$ cat config.mk
export PLATFORM = sky130hd
export DESIGN_NAME = sfs_top
export DESIGN_NICKNAME = d
export VERILOG_FILES = /design/src/rtl/sfs_pkg.sv /design/src/rtl/sfs_sync.sv /design/src/rtl/sfs_gear_switch.sv /design/src/rtl/sfs_top.sv
export SDC_FILE = /design/constraint.sdc
export NUM_CORES = 1
export LEC_CHECK = 0
export ABC_AREA = 1
export BUFFER_PORTS_ARGS = -buffer_cell sky130_fd_sc_hd__buf_4
export CAP_MARGIN = 40
export CORE_MARGIN = 1
export CORE_UTILIZATION = 50
export CTS_CLUSTER_DIAMETER = 100
export DETAILED_ROUTE_END_ITERATION = 7
export GPL_ROUTABILITY_DRIVEN = 0
export MAX_ROUTING_LAYER = met4
export PLACE_DENSITY_LB_ADDON = 0.3
export REMOVE_ABC_BUFFERS = 1
export SETUP_SLACK_MARGIN = 0.1
export SKIP_CTS_REPAIR_TIMING = 1
export SLEW_MARGIN = 30
export SYNTH_ARGS = -nofsm -noshare
export SYNTH_HDL_FRONTEND = slang
export SYNTH_SLANG_ARGS = --single-unit
export TNS_END_PERCENT = 5
$ cat constraint.sdc
create_clock -name CLK -period 8 [get_ports CLK]
set_clock_uncertainty 0.1 [all_clocks]
set_input_delay 1.2 -clock CLK [delete_from_list [all_inputs] [get_ports CLK]]
set_output_delay 1.2 -clock CLK [all_outputs]
set_load 0.01 [all_outputs]
$ cat src/rtl/sfs_pkg.sv
package sfs_pkg;

  // Clock and gear switching guard time
  localparam int unsigned CLK_PERIOD_NS = 25;
  localparam int unsigned GEAR_IDLE_NS  = 1000000;
  localparam int unsigned GEAR_IDLE_CYC =
    (GEAR_IDLE_NS + CLK_PERIOD_NS - 1) / CLK_PERIOD_NS;

  // Register byte offsets
  localparam logic [7:0] A_BASIC   = 8'h00;
  localparam logic [7:0] A_DIRLIM  = 8'h04;
  localparam logic [7:0] A_GEARENC = 8'h08;
  localparam logic [7:0] A_COMPOVL = 8'h0c;
  localparam logic [7:0] A_MODE    = 8'h10;
  localparam logic [7:0] A_CMD     = 8'h14;
  localparam logic [7:0] A_STATUS  = 8'h18;

  // Reset values of the switch words
  localparam logic [15:0] RST_BASIC   = 16'h0000;
  localparam logic [15:0] RST_DIRLIM  = 16'h0000;
  localparam logic [15:0] RST_GEARENC = 16'h0000;
  localparam logic [15:0] RST_COMPOVL = 16'h0000;
  localparam logic [15:0] RST_MODE    = 16'h0000;

  // Each setting is one hex digit of its word
  localparam int unsigned SON_SRC_POS  = 0;
  localparam int unsigned FOT_EN_POS   = 4;
  localparam int unsigned ROT_EN_POS   = 8;
  localparam int unsigned PLA_POS      = 12;
  localparam int unsigned DIR_POS      = 0;
  localparam int unsigned ASL_POS      = 4;
  localparam int unsigned ATL_POS      = 8;
  localparam int unsigned GEAR2_POS    = 12;
  localparam int unsigned GSW_MODE_POS = 0;
  localparam int unsigned ENC_POS      = 8;
  localparam int unsigned LSC_POS      = 8;
  localparam int unsigned OVL_POS      = 12;
  localparam int unsigned STOP_POS     = 0;
  localparam int unsigned CMODE_POS    = 4;

  // Digit codes
  localparam logic [3:0] CM_SPEED    = 4'h0;
  localparam logic [3:0] CM_POSITION = 4'h1;
  localparam logic [3:0] CM_TORQUE   = 4'h2;
  localparam logic [3:0] ENC_INCR    = 4'h1;

  // Command and status bits
  localparam int unsigned CMD_RESTART = 0;
  localparam int unsigned CMD_FLT_CLR = 1;
  localparam int unsigned ST_READY    = 0;
  localparam int unsigned ST_EXC      = 1;
  localparam int unsigned ST_ALARM    = 2;
  localparam int unsigned ST_FOT      = 3;
  localparam int unsigned ST_ROT      = 4;
  localparam int unsigned ST_GEAR2    = 5;
  localparam int unsigned ST_PCTL     = 6;
  localparam int unsigned ST_ENC_INC  = 7;

  // AHB-Lite codes
  localparam logic [1:0] HTRANS_NONSEQ = 2'h2;
  localparam logic       HRESP_OKAY    = 1'h0;

  typedef enum logic {SFS_LOAD, SFS_RUN} sfs_state_t;

endpackage

$ cat src/rtl/sfs_sync.sv
`timescale 1ns/10ps
module sfs_sync #(
  parameter int unsigned W = 1
) (
  input  wire logic         clk,
  input  wire logic         rst_n,
  input  wire logic [W-1:0] d,
  output logic      [W-1:0] q
);

  logic [W-1:0] meta_q;

  // Two stages; only the second stage is visible outside
  always_ff @(posedge clk or negedge rst_n) begin
    if (!rst_n) begin
      meta_q <= '0;
      q      <= '0;
    end else begin
      meta_q <= d;
      q      <= meta_q;
    end
  end

endmodule

$ cat src/rtl/sfs_gear_switch.sv
`timescale 1ns/10ps
module sfs_gear_switch #(
  parameter int unsigned IDLE_CYCLES = 40000
) (
  input  wire logic clk,
  input  wire logic rst_n,
  input  wire logic gain_sw,
  input  wire logic pulse,
  input  wire logic timing_mode,
  output logic      gear_sel
);

  localparam int unsigned CW = $clog2(IDLE_CYCLES + 1);
  localparam logic [CW-1:0] LIMIT = CW'(IDLE_CYCLES);

  logic          pulse_prev_q;
  logic [CW-1:0] idle_q;
  logic [CW-1:0] stable_q;
  logic          sw_prev_q;
  wire           pulse_edge = pulse ^ pulse_prev_q;
  wire           sw_edge    = gain_sw ^ sw_prev_q;
  wire           idle_done  = idle_q >= LIMIT;
  wire           stab_done  = stable_q >= LIMIT;
  // Mode 1 also waits for a quiet time after the input change
  wire           take = idle_done & (~timing_mode | stab_done);

  // Quiet-time counters saturate at the guard time
  always_ff @(posedge clk or negedge rst_n) begin
    if (!rst_n) begin
      pulse_prev_q <= 1'b0;
      sw_prev_q    <= 1'b0;
      idle_q       <= '0;
      stable_q     <= '0;
    end else begin
      pulse_prev_q <= pulse;
      sw_prev_q    <= gain_sw;
      idle_q       <= pulse_edge ? '0 : idle_q + CW'(!idle_done);
      stable_q     <= sw_edge ? '0 : stable_q + CW'(!stab_done);
    end
  end

  // Numerator swaps only while the pulse train is idle
  always_ff @(posedge clk or negedge rst_n) begin
    if (!rst_n) begin
      gear_sel <= 1'b0;
    end else if (take) begin
      gear_sel <= gain_sw;
    end
  end

endmodule

$ cat src/rtl/sfs_top.sv
`timescale 1ns/10ps
// Functional notes
// - Servo-on source 0 obeys servo-on input; 1 excites automatically after ready
// - Forward overtravel bit 0 honours input and requests stop; 1 ignores
// - Reverse overtravel bit 0 honours input and requests stop; 1 ignores
// - Supply loss raises alarm only when power-loss alarm bit is 1
// - Direction bit 0 makes CCW forward, 1 makes CW forward
// - Torque mode speed limit: parameter, or min of analog and parameter
// - Torque limit from parameters, or from analog reference when bit is 1
// - Gear bit 0: gain input picks P/PI; 1: second gear in position
// - Encoder field 0 absolute use, 1 incremental-only use
// - Low-speed bit 1 applies creep correction of the given amount
// - Overload bit 1 enables overload enhancement above twice rated load
module sfs_top
  import sfs_pkg::*;
#(
  parameter int unsigned GEAR_IDLE_CYCLES = GEAR_IDLE_CYC,
  parameter int unsigned VW               = 16
) (
  input  wire logic          CLK,
  input  wire logic          RST_B,
  input  wire logic          HSEL,
  input  wire logic [31:0]   HADDR,
  input  wire logic [1:0]    HTRANS,
  input  wire logic          HWRITE,
  input  wire logic [2:0]    HSIZE,
  input  wire logic [31:0]   HWDATA,
  input  wire logic          HREADY,
  output logic      [31:0]   HRDATA,
  output logic               HREADYOUT,
  output logic               HRESP,
  input  wire logic          SERVO_ON_IN,
  input  wire logic          FWD_OT_IN,
  input  wire logic          REV_OT_IN,
  input  wire logic          GAIN_SW_IN,
  input  wire logic          SUPPLY_LOSS_IN,
  input  wire logic          REF_PULSE_IN,
  input  wire logic          REF_DIR_REV,
  input  wire logic [VW-1:0] ANALOG_SPEED,
  input  wire logic [VW-1:0] SPEED_LIMIT_PARAM,
  input  wire logic [VW-1:0] ANALOG_TREF,
  input  wire logic [VW-1:0] TORQUE_LIMIT_PARAM,
  input  wire logic [VW-1:0] LOW_SPEED_AMOUNT,
  output logic               SERVO_READY,
  output logic               MOTOR_EXCITE,
  output logic               ALARM_OUT,
  output logic               FWD_STOP_REQ,
  output logic               REV_STOP_REQ,
  output logic [3:0]         STOP_MODE,
  output logic               MOTOR_CW,
  output logic [VW-1:0]      SPEED_LIMIT,
  output logic [VW-1:0]      TORQUE_LIMIT,
  output logic               P_CONTROL,
  output logic               SECOND_GEAR,
  output logic               ENC_INCREMENTAL,
  output logic [VW-1:0]      LOW_SPEED_CORR,
  output logic               OVERLOAD_ENH
);

  // Reset release synchroniser
  logic rst_meta_q;
  logic rst_n;

  always_ff @(posedge CLK or negedge RST_B) begin
    if (!RST_B) begin
      rst_meta_q <= 1'b0;
      rst_n      <= 1'b0;
    end else begin
      rst_meta_q <= 1'b1;
      rst_n      <= rst_meta_q;
    end
  end

  // Pin inputs cross into the clock domain
  logic son_s;
  logic fot_s;
  logic rot_s;
  logic gsw_s;
  logic loss_s;
  logic pulse_s;

  sfs_sync #(
    .W (6)
  ) u_sync (
    .clk   (CLK),
    .rst_n (rst_n),
    .d     ({SERVO_ON_IN, FWD_OT_IN, REV_OT_IN,
             GAIN_SW_IN, SUPPLY_LOSS_IN, REF_PULSE_IN}),
    .q     ({son_s, fot_s, rot_s, gsw_s, loss_s, pulse_s})
  );

  // AHB-Lite address phase decode
  logic       wr_pend_q;
  logic [7:0] wr_addr_q;
  wire        addr_ok  = HSEL & HREADY & HTRANS[1];
  wire        rd_req   = addr_ok & ~HWRITE;
  wire        wr_req   = addr_ok & HWRITE;
  wire  [7:0] rd_addr  = HADDR[7:0];
  wire        wr_basic = wr_pend_q & (wr_addr_q == A_BASIC);
  wire        wr_dir   = wr_pend_q & (wr_addr_q == A_DIRLIM);
  wire        wr_gear  = wr_pend_q & (wr_addr_q == A_GEARENC);
  wire        wr_comp  = wr_pend_q & (wr_addr_q == A_COMPOVL);
  wire        wr_mode  = wr_pend_q & (wr_addr_q == A_MODE);
  wire        wr_cmd   = wr_pend_q & (wr_addr_q == A_CMD);
  wire        restart  = wr_cmd & HWDATA[CMD_RESTART];
  wire        flt_clr  = wr_cmd & HWDATA[CMD_FLT_CLR];

  // Address is held for the data phase, where the write lands
  always_ff @(posedge CLK or negedge rst_n) begin
    if (!rst_n) begin
      wr_pend_q <= 1'b0;
      wr_addr_q <= 8'h00;
    end else begin
      wr_pend_q <= wr_req;
      wr_addr_q <= rd_addr;
    end
  end

  // Software copies of the switch words
  logic [15:0] sw_basic_q;
  logic [15:0] sw_dir_q;
  logic [15:0] sw_gear_q;
  logic [15:0] sw_comp_q;
  logic [15:0] sw_mode_q;

  always_ff @(posedge CLK or negedge rst_n) begin
    if (!rst_n) begin
      sw_basic_q <= RST_BASIC;
      sw_dir_q   <= RST_DIRLIM;
      sw_gear_q  <= RST_GEARENC;
      sw_comp_q  <= RST_COMPOVL;
      sw_mode_q  <= RST_MODE;
    end else begin
      if (wr_basic) sw_basic_q <= HWDATA[15:0];
      if (wr_dir)   sw_dir_q   <= HWDATA[15:0];
      if (wr_gear)  sw_gear_q  <= HWDATA[15:0];
      if (wr_comp)  sw_comp_q  <= HWDATA[15:0];
      if (wr_mode)  sw_mode_q  <= HWDATA[15:0];
    end
  end

  // Applied copies; loaded only at reset release or restart
  sfs_state_t  state_q;
  logic [15:0] cf_basic_q;
  logic [15:0] cf_dir_q;
  logic [15:0] cf_gear_q;
  logic [15:0] cf_comp_q;
  logic [15:0] cf_mode_q;

  always_ff @(posedge CLK or negedge rst_n) begin
    if (!rst_n) begin
      state_q <= SFS_LOAD;
    end else begin
      case (state_q)
        SFS_LOAD: state_q <= SFS_RUN;
        SFS_RUN:  state_q <= restart ? SFS_LOAD : SFS_RUN;
        default:  state_q <= SFS_LOAD;
      endcase
    end
  end

  // A write while running waits here until the next restart
  always_ff @(posedge CLK or negedge rst_n) begin
    if (!rst_n) begin
      cf_basic_q <= RST_BASIC;
      cf_dir_q   <= RST_DIRLIM;
      cf_gear_q  <= RST_GEARENC;
      cf_comp_q  <= RST_COMPOVL;
      cf_mode_q  <= RST_MODE;
    end else if (state_q == SFS_LOAD) begin
      cf_basic_q <= sw_basic_q;
      cf_dir_q   <= sw_dir_q;
      cf_gear_q  <= sw_gear_q;
      cf_comp_q  <= sw_comp_q;
      cf_mode_q  <= sw_mode_q;
    end
  end

  // Applied settings
  wire       son_auto = cf_basic_q[SON_SRC_POS];
  wire       fot_off  = cf_basic_q[FOT_EN_POS];
  wire       rot_off  = cf_basic_q[ROT_EN_POS];
  wire       pla_on   = cf_basic_q[PLA_POS];
  wire       fwd_cw   = cf_dir_q[DIR_POS];
  wire       asl_on   = cf_dir_q[ASL_POS];
  wire       atl_on   = cf_dir_q[ATL_POS];
  wire       gear2_en = cf_dir_q[GEAR2_POS];
  wire       gsw_mode = cf_gear_q[GSW_MODE_POS];
  wire [3:0] enc_fld  = cf_gear_q[ENC_POS +: 4];
  wire       lsc_on   = cf_comp_q[LSC_POS];
  wire       ovl_on   = cf_comp_q[OVL_POS];
  wire [3:0] stop_fld = cf_mode_q[STOP_POS +: 4];
  wire [3:0] cmode    = cf_mode_q[CMODE_POS +: 4];
  wire       m_pos    = cmode == CM_POSITION;
  wire       m_trq    = cmode == CM_TORQUE;
  wire       m_spd    = cmode == CM_SPEED;

  // Gear numerator select with pulse-idle guard
  logic gear_sel;

  sfs_gear_switch #(
    .IDLE_CYCLES (GEAR_IDLE_CYCLES)
  ) u_gear (
    .clk         (CLK),
    .rst_n       (rst_n),
    .gain_sw     (gsw_s),
    .pulse       (pulse_s),
    .timing_mode (gsw_mode),
    .gear_sel    (gear_sel)
  );

  // Supply loss: one event per rising edge of the loss level
  logic loss_prev_q;
  wire  loss_evt = loss_s & ~loss_prev_q;
  wire  flt_set  = loss_evt & pla_on;

  // Set wins over a clear in the same cycle
  always_ff @(posedge CLK or negedge rst_n) begin
    if (!rst_n) begin
      loss_prev_q <= 1'b0;
      ALARM_OUT   <= 1'b0;
    end else begin
      loss_prev_q <= loss_s;
      ALARM_OUT   <= flt_set | (ALARM_OUT & ~flt_clr);
    end
  end

  // Next values of the drive outputs
  wire          ready_d  = (state_q == SFS_RUN) & ~ALARM_OUT;
  wire          exc_d    = SERVO_READY & ~ALARM_OUT
                           & (son_auto | son_s);
  wire          fstop_d  = ~fot_off & fot_s;
  wire          rstop_d  = ~rot_off & rot_s;
  wire          cw_d     = fwd_cw ^ REF_DIR_REV;
  wire [VW-1:0] spd_min  = (ANALOG_SPEED < SPEED_LIMIT_PARAM) ?
                           ANALOG_SPEED : SPEED_LIMIT_PARAM;
  wire [VW-1:0] spd_d    = (m_trq & asl_on) ?
                           spd_min : SPEED_LIMIT_PARAM;
  wire [VW-1:0] trq_d    = atl_on ?
                           ANALOG_TREF : TORQUE_LIMIT_PARAM;
  // Gain input is ignored in torque control
  wire          pctl_d   = ~gear2_en & gsw_s & (m_spd | m_pos);
  wire          gear2_d  = gear2_en & m_pos & gear_sel;
  wire          enc_d    = enc_fld == ENC_INCR;
  wire [VW-1:0] lsc_d    = lsc_on ? LOW_SPEED_AMOUNT : '0;

  // Registered drive outputs
  always_ff @(posedge CLK or negedge rst_n) begin
    if (!rst_n) begin
      SERVO_READY     <= 1'b0;
      MOTOR_EXCITE    <= 1'b0;
      FWD_STOP_REQ    <= 1'b0;
      REV_STOP_REQ    <= 1'b0;
      STOP_MODE       <= 4'h0;
      MOTOR_CW        <= 1'b0;
      SPEED_LIMIT     <= '0;
      TORQUE_LIMIT    <= '0;
      P_CONTROL       <= 1'b0;
      SECOND_GEAR     <= 1'b0;
      ENC_INCREMENTAL <= 1'b0;
      LOW_SPEED_CORR  <= '0;
      OVERLOAD_ENH    <= 1'b0;
    end else begin
      SERVO_READY     <= ready_d;
      MOTOR_EXCITE    <= exc_d;
      FWD_STOP_REQ    <= fstop_d;
      REV_STOP_REQ    <= rstop_d;
      STOP_MODE       <= stop_fld;
      MOTOR_CW        <= cw_d;
      SPEED_LIMIT     <= spd_d;
      TORQUE_LIMIT    <= trq_d;
      P_CONTROL       <= pctl_d;
      SECOND_GEAR     <= gear2_d;
      ENC_INCREMENTAL <= enc_d;
      LOW_SPEED_CORR  <= lsc_d;
      OVERLOAD_ENH    <= ovl_on;
    end
  end

  // Status word shows the live drive state
  logic [31:0] status;

  always_comb begin
    status              = 32'h0000_0000;
    status[ST_READY]    = SERVO_READY;
    status[ST_EXC]      = MOTOR_EXCITE;
    status[ST_ALARM]    = ALARM_OUT;
    status[ST_FOT]      = FWD_STOP_REQ;
    status[ST_ROT]      = REV_STOP_REQ;
    status[ST_GEAR2]    = SECOND_GEAR;
    status[ST_PCTL]     = P_CONTROL;
    status[ST_ENC_INC]  = ENC_INCREMENTAL;
  end

  // Read mux; unmapped and command addresses read zero
  wire [31:0] rd_data =
    (rd_addr == A_BASIC)   ? {16'h0000, sw_basic_q} :
    (rd_addr == A_DIRLIM)  ? {16'h0000, sw_dir_q}   :
    (rd_addr == A_GEARENC) ? {16'h0000, sw_gear_q}  :
    (rd_addr == A_COMPOVL) ? {16'h0000, sw_comp_q}  :
    (rd_addr == A_MODE)    ? {16'h0000, sw_mode_q}  :
    (rd_addr == A_STATUS)  ? status : 32'h0000_0000;

  // Zero wait states: read data is captured in the address phase
  always_ff @(posedge CLK or negedge rst_n) begin
    if (!rst_n) begin
      HRDATA    <= 32'h0000_0000;
      HREADYOUT <= 1'b1;
      HRESP     <= HRESP_OKAY;
    end else begin
      HRDATA    <= rd_req ? rd_data : 32'h0000_0000;
      HREADYOUT <= 1'b1;
      HRESP     <= HRESP_OKAY;
    end
  end

endmodule

# Word-level counts from Yosys, hierarchy flattened
# Index checks and enable logic that the tools add are counted.
# classes
mul,0
div_mod_pow,0
n_lt_le_gt_ge,3
n_bitwise,42
n_reduce_logical,5
n_mux,15
add_sub_neg,2
n_shift,0
eq_ne,13
# ops
op,n
2-to-1 mux 16 bit,12
adder 16 x 1 -> 16 bit,2
"== test 8 x 4 -> 1 bit, second input constant",4
"== test 8 x 5 -> 1 bit, second input constant",4
"greater-or-equal comparator 16 bit, second input constant",2
AND 1 bit,26
"== test 8 x 3 -> 1 bit, second input constant",2
zero test 8 bit,2
less-than comparator 16 bit,1
inverter 1 bit,9
"== test 4 x 1 -> 1 bit, second input constant",2
2-to-1 mux 8 bit,1
"== test 4 x 2 -> 1 bit, second input constant",1
zero test 4 bit,1
OR 1 bit,4
XOR 1 bit,3
zero test 1 bit,2
case mux 1 bit (2 select lines),1
2-to-1 mux 1 bit,1
# totals
latchBits,0
output_inout_bits,96
mem_bits_ro,0
register_bits,277
ram_bits,0
in_bits,161
n_memories,0

# Longest topological paths before layout
# Gate-level depths: netlist of run 1.
# logic_depth
word_depth,8
ltp_mapped,17
ltp_nobuf,17

# By module
# A second synthesis of run 1 with hierarchy kept.
# hier_totals
hier_cells,1113
area_unflattened_um2,10196.0
# modules_own_cells
mod,instances,area_each_um2,cells_per_inst,seq_area_each_um2
sfs_top,1,8035.2,852,4854.7
sfs_gear_switch,1,1860.5,249,875.8
sfs_sync,1,300.3,12,300.3

# Least setup slack after synthesis of run 1
# Ideal clock, no wire load.
# synth_path
path_kind,input port to flip-flop
startpoint,input SPEED_LIMIT_PARAM[5]
endpoint,register SPEED_LIMIT[10]
setup_slack_ps,5375
t_arrival_ps,2408
setup_ps,117
cell_stages,13
path_cell_list,inv_1 > ha_1 > a21oi_1 > nor2_1 > nor3_1 > nand2_1 > nand2_1 > nand2_1 > nand2_2 > nand2_2 > buf_4 > nand2_1 > nand2_1
# synth_via
elab_chain_len,3
# synth_rtl
element,line,text
start: declaration,sfs_top.sv:40,"input wire logic [VW-1:0] SPEED_LIMIT_PARAM,"
less-than comparator 16 bit,sfs_top.sv:235,wire [VW-1:0] spd_min = (ANALOG_SPEED < SPEED_LIMIT_PARAM) ?
2-to-1 mux 16 bit,sfs_top.sv:235,
2-to-1 mux 16 bit,sfs_top.sv:237,wire [VW-1:0] spd_d = (m_trq & asl_on) ?
via spd_d[10],sfs_top.sv:237,
end signal: assignment,sfs_top.sv:270,SPEED_LIMIT <= spd_d;
end: declaration,sfs_top.sv:51,"output logic [VW-1:0] SPEED_LIMIT,"
# The timed path passes the listed nets, and every way through them passes these cells.
# A chain may end at the register's enable or synchronous reset.

# Worst setup path in the final report of run 1
# layout_path
startpoint,input ANALOG_SPEED[13]
endpoint,register SPEED_LIMIT[7]
# layout_via
elab_chain_len,3
# layout_rtl
element,line,text
start: declaration,sfs_top.sv:39,"input wire logic [VW-1:0] ANALOG_SPEED,"
less-than comparator 16 bit,sfs_top.sv:235,
2-to-1 mux 16 bit,sfs_top.sv:235,
2-to-1 mux 16 bit,sfs_top.sv:237,
via spd_d[7],sfs_top.sv:237,
# The timed path passes the listed nets, and every way through them passes these cells.

==> qor.csv, run 1 <==
stage,metric,value,unit
finish,diodes,0,
sta,slew_violations,0,
detailed_routing,viasPerCell,4.97,
floorplanning,die_w,145,um
cts,numCtsBuffers,26,
global_route,grt_pass1_vias,7728,
place,hpwl,15200,um
place,portBuffers,194,
pwr,cellPowerDensity,204,nW/um2
yosys,synth_area,10300,um2
sta,fin_setup_tns,0,ps
cts,clk_latency,520,ps
yosys,synth-edff-count,0,
cts,cts_tree,done,
critical_path,rr_worst_depth,15,
place,dp_slack,4740,ps
critical_path,worst_setup_path_end_kind,flip-flop,
run,timing.max_cap.violations,0,
sta,fmax,368,MHz
outcome,status,"complete, no violations",
global_route,grt_pass1_wl,38400,um
critical_path,timing_worst_setup_path_type,input pin to flip-flop,
critical_path,cp_slowest_cell,nor2_2,
yosys,synthFlopType,dfrtp_1,
detailed_routing,ant_nets,0,
yosys,synth_cells,1077,
yosys,yosys.area.top_type,dfrtp_1,
critical_path,worstPathMaxFanout,17,
critical_path,cp.arrival,3020,ps
sta,worst_pin_slew,816,ps
cts,clk_pin_slew,60,ps
global_route,grt_max_degree,65,
yosys,synth.area.top_cells,"dfrtp_1 (59%), nand2_1 (11%), inv_1 (3.8%), o21ai_1 (2.8%), a21oi_1 (2.5%)",
min_path,hold_path.class,flip-flop to asynchronous set/reset pin,
sta,finalCritPeriodShare,0.340,
floorplanning,start_util,0.509,
cts,cts-root-buf,clkbuf_16,
yosys,synth.avg_cell_area,9.53,um2
sta,layout_setup_ws,5280,ps
sta,hold_violations,0,
sta,min_period,2720,ps
cts,cts_sinks,241,
detailed_routing,firstDrtPassIters,5,
critical_path,slowest_delay,560,ps
floorplanning,dieArea,21100,um2
detailed_routing,routedWlPerCell,14.6,um
floorplanning,core,20200,um2
detailed_routing,wl,22800,um
critical_path,crit_required,8300,ps
global_route,grt_overflow,0,
global_route,grtUsageTotal,0.230,
floorplanning,die_h,145,um
detailed_routing,drt_iter0_drc,486,
pwr,max-vdd-ir-drop,0.173,mV
yosys,synth_cell_type_count,43,
floorplanning,row_count,52,
sta,setup_viol,0,
yosys,async_flop_share,1.00,
yosys,synth.top_cell.area_share,0.588,
detailed_routing,vias,7733,
global_route,antenna_found_initial,0,
sta,rsz0062_at_grt,no,
pwr,power_leakage,0.00655,uW
detailed_routing,drc,0,
yosys,synth_seq_area_share,0.588,
cts,h-tree-depth,1,
finish,layout-drive-gt1-share,0.253,
finish,layout_commonest_cell,nand2_1,
finish,nets,1451,
cts,clk_path_buf_depth,3,
critical_path,cp-start-kind,input pin,
sta,max-slew-margin-rel,0.454,
finish,syn_to_final_growth,23.7,%
yosys,yosys_warnings,0,
critical_path,critPathMostFrequentCell,nand2_1,
critical_path,reg2reg_slack,5490,ps
critical_path,path_cells,"buf_4, ha_1, a21oi_1, o211ai_1, nor2_2, nand2_2, nand2_1, nand2_1",
floorplanning,ios,257,
yosys,ys_ff_latch,241,
finish,final_cell_mix,"nand2_1 (296), dfrtp_1 (240), buf_4 (200)",
finish,nFillCells,1706,
[stage by stage]
step	utilization	power, uW	area (um2)	hold WS [ps]	instances
2_1_floorplan	-	1370	9970	231	1039
3_3_place_gp	0.585	1450	11800	235	1508
3_5_place_dp	0.587	1460	11800	236	1510
4_1_cts	0.627	2610	12700	251	1553
5_1_grt	0.629	2690	12700	111	1556
6_report	0.629	2580	12700	88.0	1556
[registers in the layout, indices dropped and copies added, names as in the netlist, 2 cells and up]
name and count:
cf_gear_q 5, wr_addr_q 8, sw_comp_q 16, sw_gear_q 16, SPEED_LIMIT 16, STOP_MODE 4, u_sync.q 6, cf_mode_q 8
sw_dir_q 16, cf_dir_q 4, u_sync.meta_q 6, sw_mode_q 16, u_gear.stable_q 16, HRDATA 16, LOW_SPEED_CORR 16, cf_basic_q 4
u_gear.idle_q 16, cf_comp_q 2, TORQUE_LIMIT 16, sw_basic_q 16
[area by class of cell]
class                           instances  area [um2]  area share
Sequential cell                       241        6030       0.475
Multi-Input combinational cell        691        3540       0.279
Timing Repair Buffer                  204        1570       0.123
Clock buffer                           42         782      0.0616
Inverter                              107         402      0.0316
Tap cell                              270         338      0.0266
Clock inverter                          1        30.0     0.00237
[metal layers]
layer  track usage  wire (um)  vias to the layer above
met5             -          0                        -
met4        0.0558        386                        0
met3        0.0336       1160                       34
met2         0.386      11700                      196
met1         0.295       9520                     3709
li1              -          -                     3794
[power by group]
part,switching [uW],internal (uW)
sequential,15.9,1250
combinational,94.7,80.9
clock,453,692
[final timing paths]
kind | from | end
max in group asynchronous | rst_n | cf_dir_q[4]
min in group CLK | u_sync.meta_q[1] | u_sync.q[1]
worst max register to register | u_gear.idle_q[7] | u_gear.idle_q[10]
worst max-delay path | ANALOG_SPEED[13] | SPEED_LIMIT[7]
worst min-delay path | rst_n | MOTOR_CW
worst min register to register | rst_n | MOTOR_CW
[logic make-up after synthesis]
family / share of synthesized area
xor gates and xnor gates: 0.00512
and+or+nand+nor: 0.186
adders and majority gates: 0.0232
DFF: 0.588
AOI/OAI and AO/OA: 0.106
other: 0.000732
buffers and inverters: 0.0741
muxes: 0.0176
[Yosys cell counts, drive strengths merged, types with 12 or more instances]
master / n
nand2: 311
dfrtp: 241
o21ai: 118
inv: 106
nor2: 59
a21oi: 58
nand3: 44
buf: 43
ha: 19
mux2: 16
nor3: 16
clkbuf: 12
[critical path: cells and delay by family]
family | cells | cell delay (ps)
compound gates | 2 | 250
fa+ha+maj | 1 | 290
buf+inv | 1 | 110
simple gates | 4 | 1150
(Power assumes the default switching activity.)
==> run 2: changes to the inputs <==
Clock period 8 ns to 2.8 ns, I/O delays scaled along.
==> run 2 against run 1 <==
- cell count grew 2.9%
- critical path depth increased by 7
- via count up 3.6%
- non-clock buffer count grew 42
- highest routed layer unchanged
- sequential cell count unchanged
==> qor.csv, run 2 (same netlist as run 1, synthesis figures left out) <==
stage,metric,value,unit,change
sta,worst_pin_slew,823,ps,was 816 ps
critical_path,worstPathMaxFanout,5,,was 17
place,portBuffers,194,,unchanged
global_route,grt_pass1_wl,38400,um,about the same
detailed_routing,drc,0,,unchanged
critical_path,cp-start-kind,flip-flop,,was input pin
pwr,power_switching,1680,uW,was 564 uW
pwr,switching_share,0.220,,was 0.218
critical_path,rr_worst_depth,15,,unchanged
critical_path,reg2reg_from,u_gear.idle_q[7],,unchanged
pwr,clockPowerShare,0.456,,was 0.443
floorplanning,ios,257,,unchanged
pwr,p_int,5960,uW,was 2020 uW
global_route,grt_max_degree,73,,was 65
sta,min_period,2420,ps,
global_route,grt_util_met1,0.288,,was 0.295
floorplanning,row_count,52,,unchanged
detailed_routing,vias,8013,,was 7733
detailed_routing,wl,23700,um,was 22800 um
global_route,grt_pass1_vias,7910,,was 7728
detailed_routing,ant_nets,0,,unchanged
cts,cts_tree,done,,unchanged
min_path,hold_path.startpoint,SPEED_LIMIT_PARAM[6],,
finish,final_util,0.652,,was 0.629
critical_path,critPathLaunch,u_gear.idle_q[7],,was ANALOG_SPEED[13]
pwr,power_frac_comb,0.070,,was 0.068
cts,numCtsBuffers,26,,unchanged
pwr,power_leakage,0.00677,uW,was 0.00655 uW
sta,slew_violations,0,,unchanged
floorplanning,die_h,145,um,unchanged
pwr,seq_power_share,0.474,,was 0.489
cts,clk_latency,520,ps,about the same
global_route,use_met3,0.0340,,was 0.0336
cts,h-tree-depth,1,,unchanged
detailed_routing,viasPerCell,5.00,,was 4.97
critical_path,cp.arrival,2720,ps,was 3020 ps
detailed_routing,drt_iter0_drc,375,,was 486
run,timing.max_cap.violations,0,,unchanged
pwr,cellPowerDensity,580,nW/um2,was 204 nW/um2
pwr,power.total,7640,uW,was 2580 uW
cts,clk_path_buf_depth,3,,unchanged
global_route,grt_overflow,0,,unchanged
critical_path,timing_worst_setup_path_type,flip-flop to flip-flop,,was input pin to flip-flop
floorplanning,dieArea,21100,um2,unchanged
floorplanning,core,20200,um2,unchanged
place,placed_area,12000,um2,was 11800 um2
global_route,grtUsageMet2,0.384,,was 0.386
finish,final_cell_mix,"nand2_1 (299), dfrtp_1 (240), buf_4 (211)",,"was nand2_1 (296), dfrtp_1 (240), buf_4 (200)"
finish,layout-drive-gt1-share,0.257,,was 0.253
critical_path,critPathCapture,u_gear.idle_q[10],,was SPEED_LIMIT[7]
cts,clk_pin_slew,60,ps,about the same
critical_path,worst_setup_path_end_kind,flip-flop,,unchanged
sta,max-slew-margin-rel,0.449,,was 0.454
place,dpl.cell_count,1523,,was 1510
detailed_routing,routedWlPerCell,14.8,um,was 14.6 um
sta,setup_viol,0,,unchanged
finish,diodes,0,,unchanged
critical_path,r2r_end,u_gear.idle_q[10],,unchanged
detailed_routing,firstDrtPassIters,5,,unchanged
cts,cts-root-buf,clkbuf_16,,unchanged
sta,timing.hold.ws,0.0155,ps,was 88.0 ps
critical_path,crit_required,3100,ps,was 8300 ps
critical_path,reg2reg_slack,380,ps,was 5490 ps
pwr,max-vdd-ir-drop,0.420,mV,was 0.173 mV
global_route,grtUsageTotal,0.231,,was 0.230
finish,syn_to_final_growth,28.2,%,was 23.7%
cts,cts_sinks,241,,unchanged
global_route,antenna_found_initial,0,,unchanged
finish,final_design_area_no_fill,13200,um2,was 12700 um2
finish,nFillCells,1649,,was 1706
sta,finalCritPeriodShare,0.864,,
outcome,status,"complete, no violations",,unchanged
place,hpwl,15500,um,was 15200 um
floorplanning,die_w,145,um,unchanged
min_path,hold_path.class,input pin to flip-flop,,was flip-flop to asynchronous set/reset pin
global_route,busiest_layer,met2,,unchanged
sta,fmax,413,MHz,
finish,stdcell_count,1601,,was 1556
finish,nets,1493,,was 1451
sta,hold_violations,0,,unchanged
sta,rsz0062_at_grt,no,,unchanged
floorplanning,start_util,0.509,,unchanged
finish,layout_commonest_cell,nand2_1,,unchanged
[run 2: cell types whose count changed in the layout (fill, tap and decap cells not counted), moves of 2 or more]
| cell | change |
|---|---|
| clkinv_2 | +6 |
| dlygate4sd3_1 | +31 |
| buf_4 | +11 |
| buf_12 | +2 |
| nand2_2 | -3 |
| bufinv_16 | +2 |
| clkbuf_1 | -5 |
| nand2_1 | +3 |
[run 2: worst min-delay path by stage]
stage	endpoint	slack (ps)	cells after the start
after floorplan	rst_meta_q	20	0
after global placement	rst_meta_q	100	1
after detailed placement	rst_n	110	1
after CTS	rst_n	-440	1
after global routing	SPEED_LIMIT[4]	0.9	3
final	SPEED_LIMIT[6]	0.02	3
[run 2: metrics by stage]
stage | TNS [ps] | setup WS [ps]
global placement | 0 | 383
global route | 0 | 106
floorplan | -1078720 | -4510
finish | 0 | 380
CTS | 0 | 300
detailed placement | 0 | 330
[run 2: area by class of cell]
class	count	area (um2)	area share
tap	270	338	0.0257
sequential	241	6030	0.459
clock buffer	36	749	0.0570
timing repair buffer	246	1970	0.150
inverter	107	402	0.0305
multi-input combinational	691	3540	0.269
clock inverter	10	128	0.00970
[run 2: critical path: stages, from the launching register on]
cell	delay (ps)
dfrtp_1	420
inv_2	120
nand2_1	60
o31ai_1	230
a31oi_1	160
inv_1	100
ha_1	170
nand2_1	80
nor2_2	120
nand2_2	90
nor3_4	160
nand2_2	100
nor2_4	150
nand2_2	80
o21ai_1	120
a21oi_1	60
[run 2: power by group through the flow]
stage          combinational, uW  sequential (uW)  clock (uW)
3_3_place_gp                 490             3670           0
2_1_floorplan                184             3730           0
4_1_cts                      507             3620        3540
5_1_grt                      600             3620        3690
3_5_place_dp                 503             3680           0
6_report                     536             3620        3480
[run 2: routing by layer]
metal / vias to the layer above / wire length [um] / part of all wire
li1: 3890 / - / -
met1: 3845 / 10000 / 0.42
met2: 223 / 11900 / 0.50
met5: - / 0 / 0
met4: 0 / 643 / 0.027
met3: 55 / 1090 / 0.046
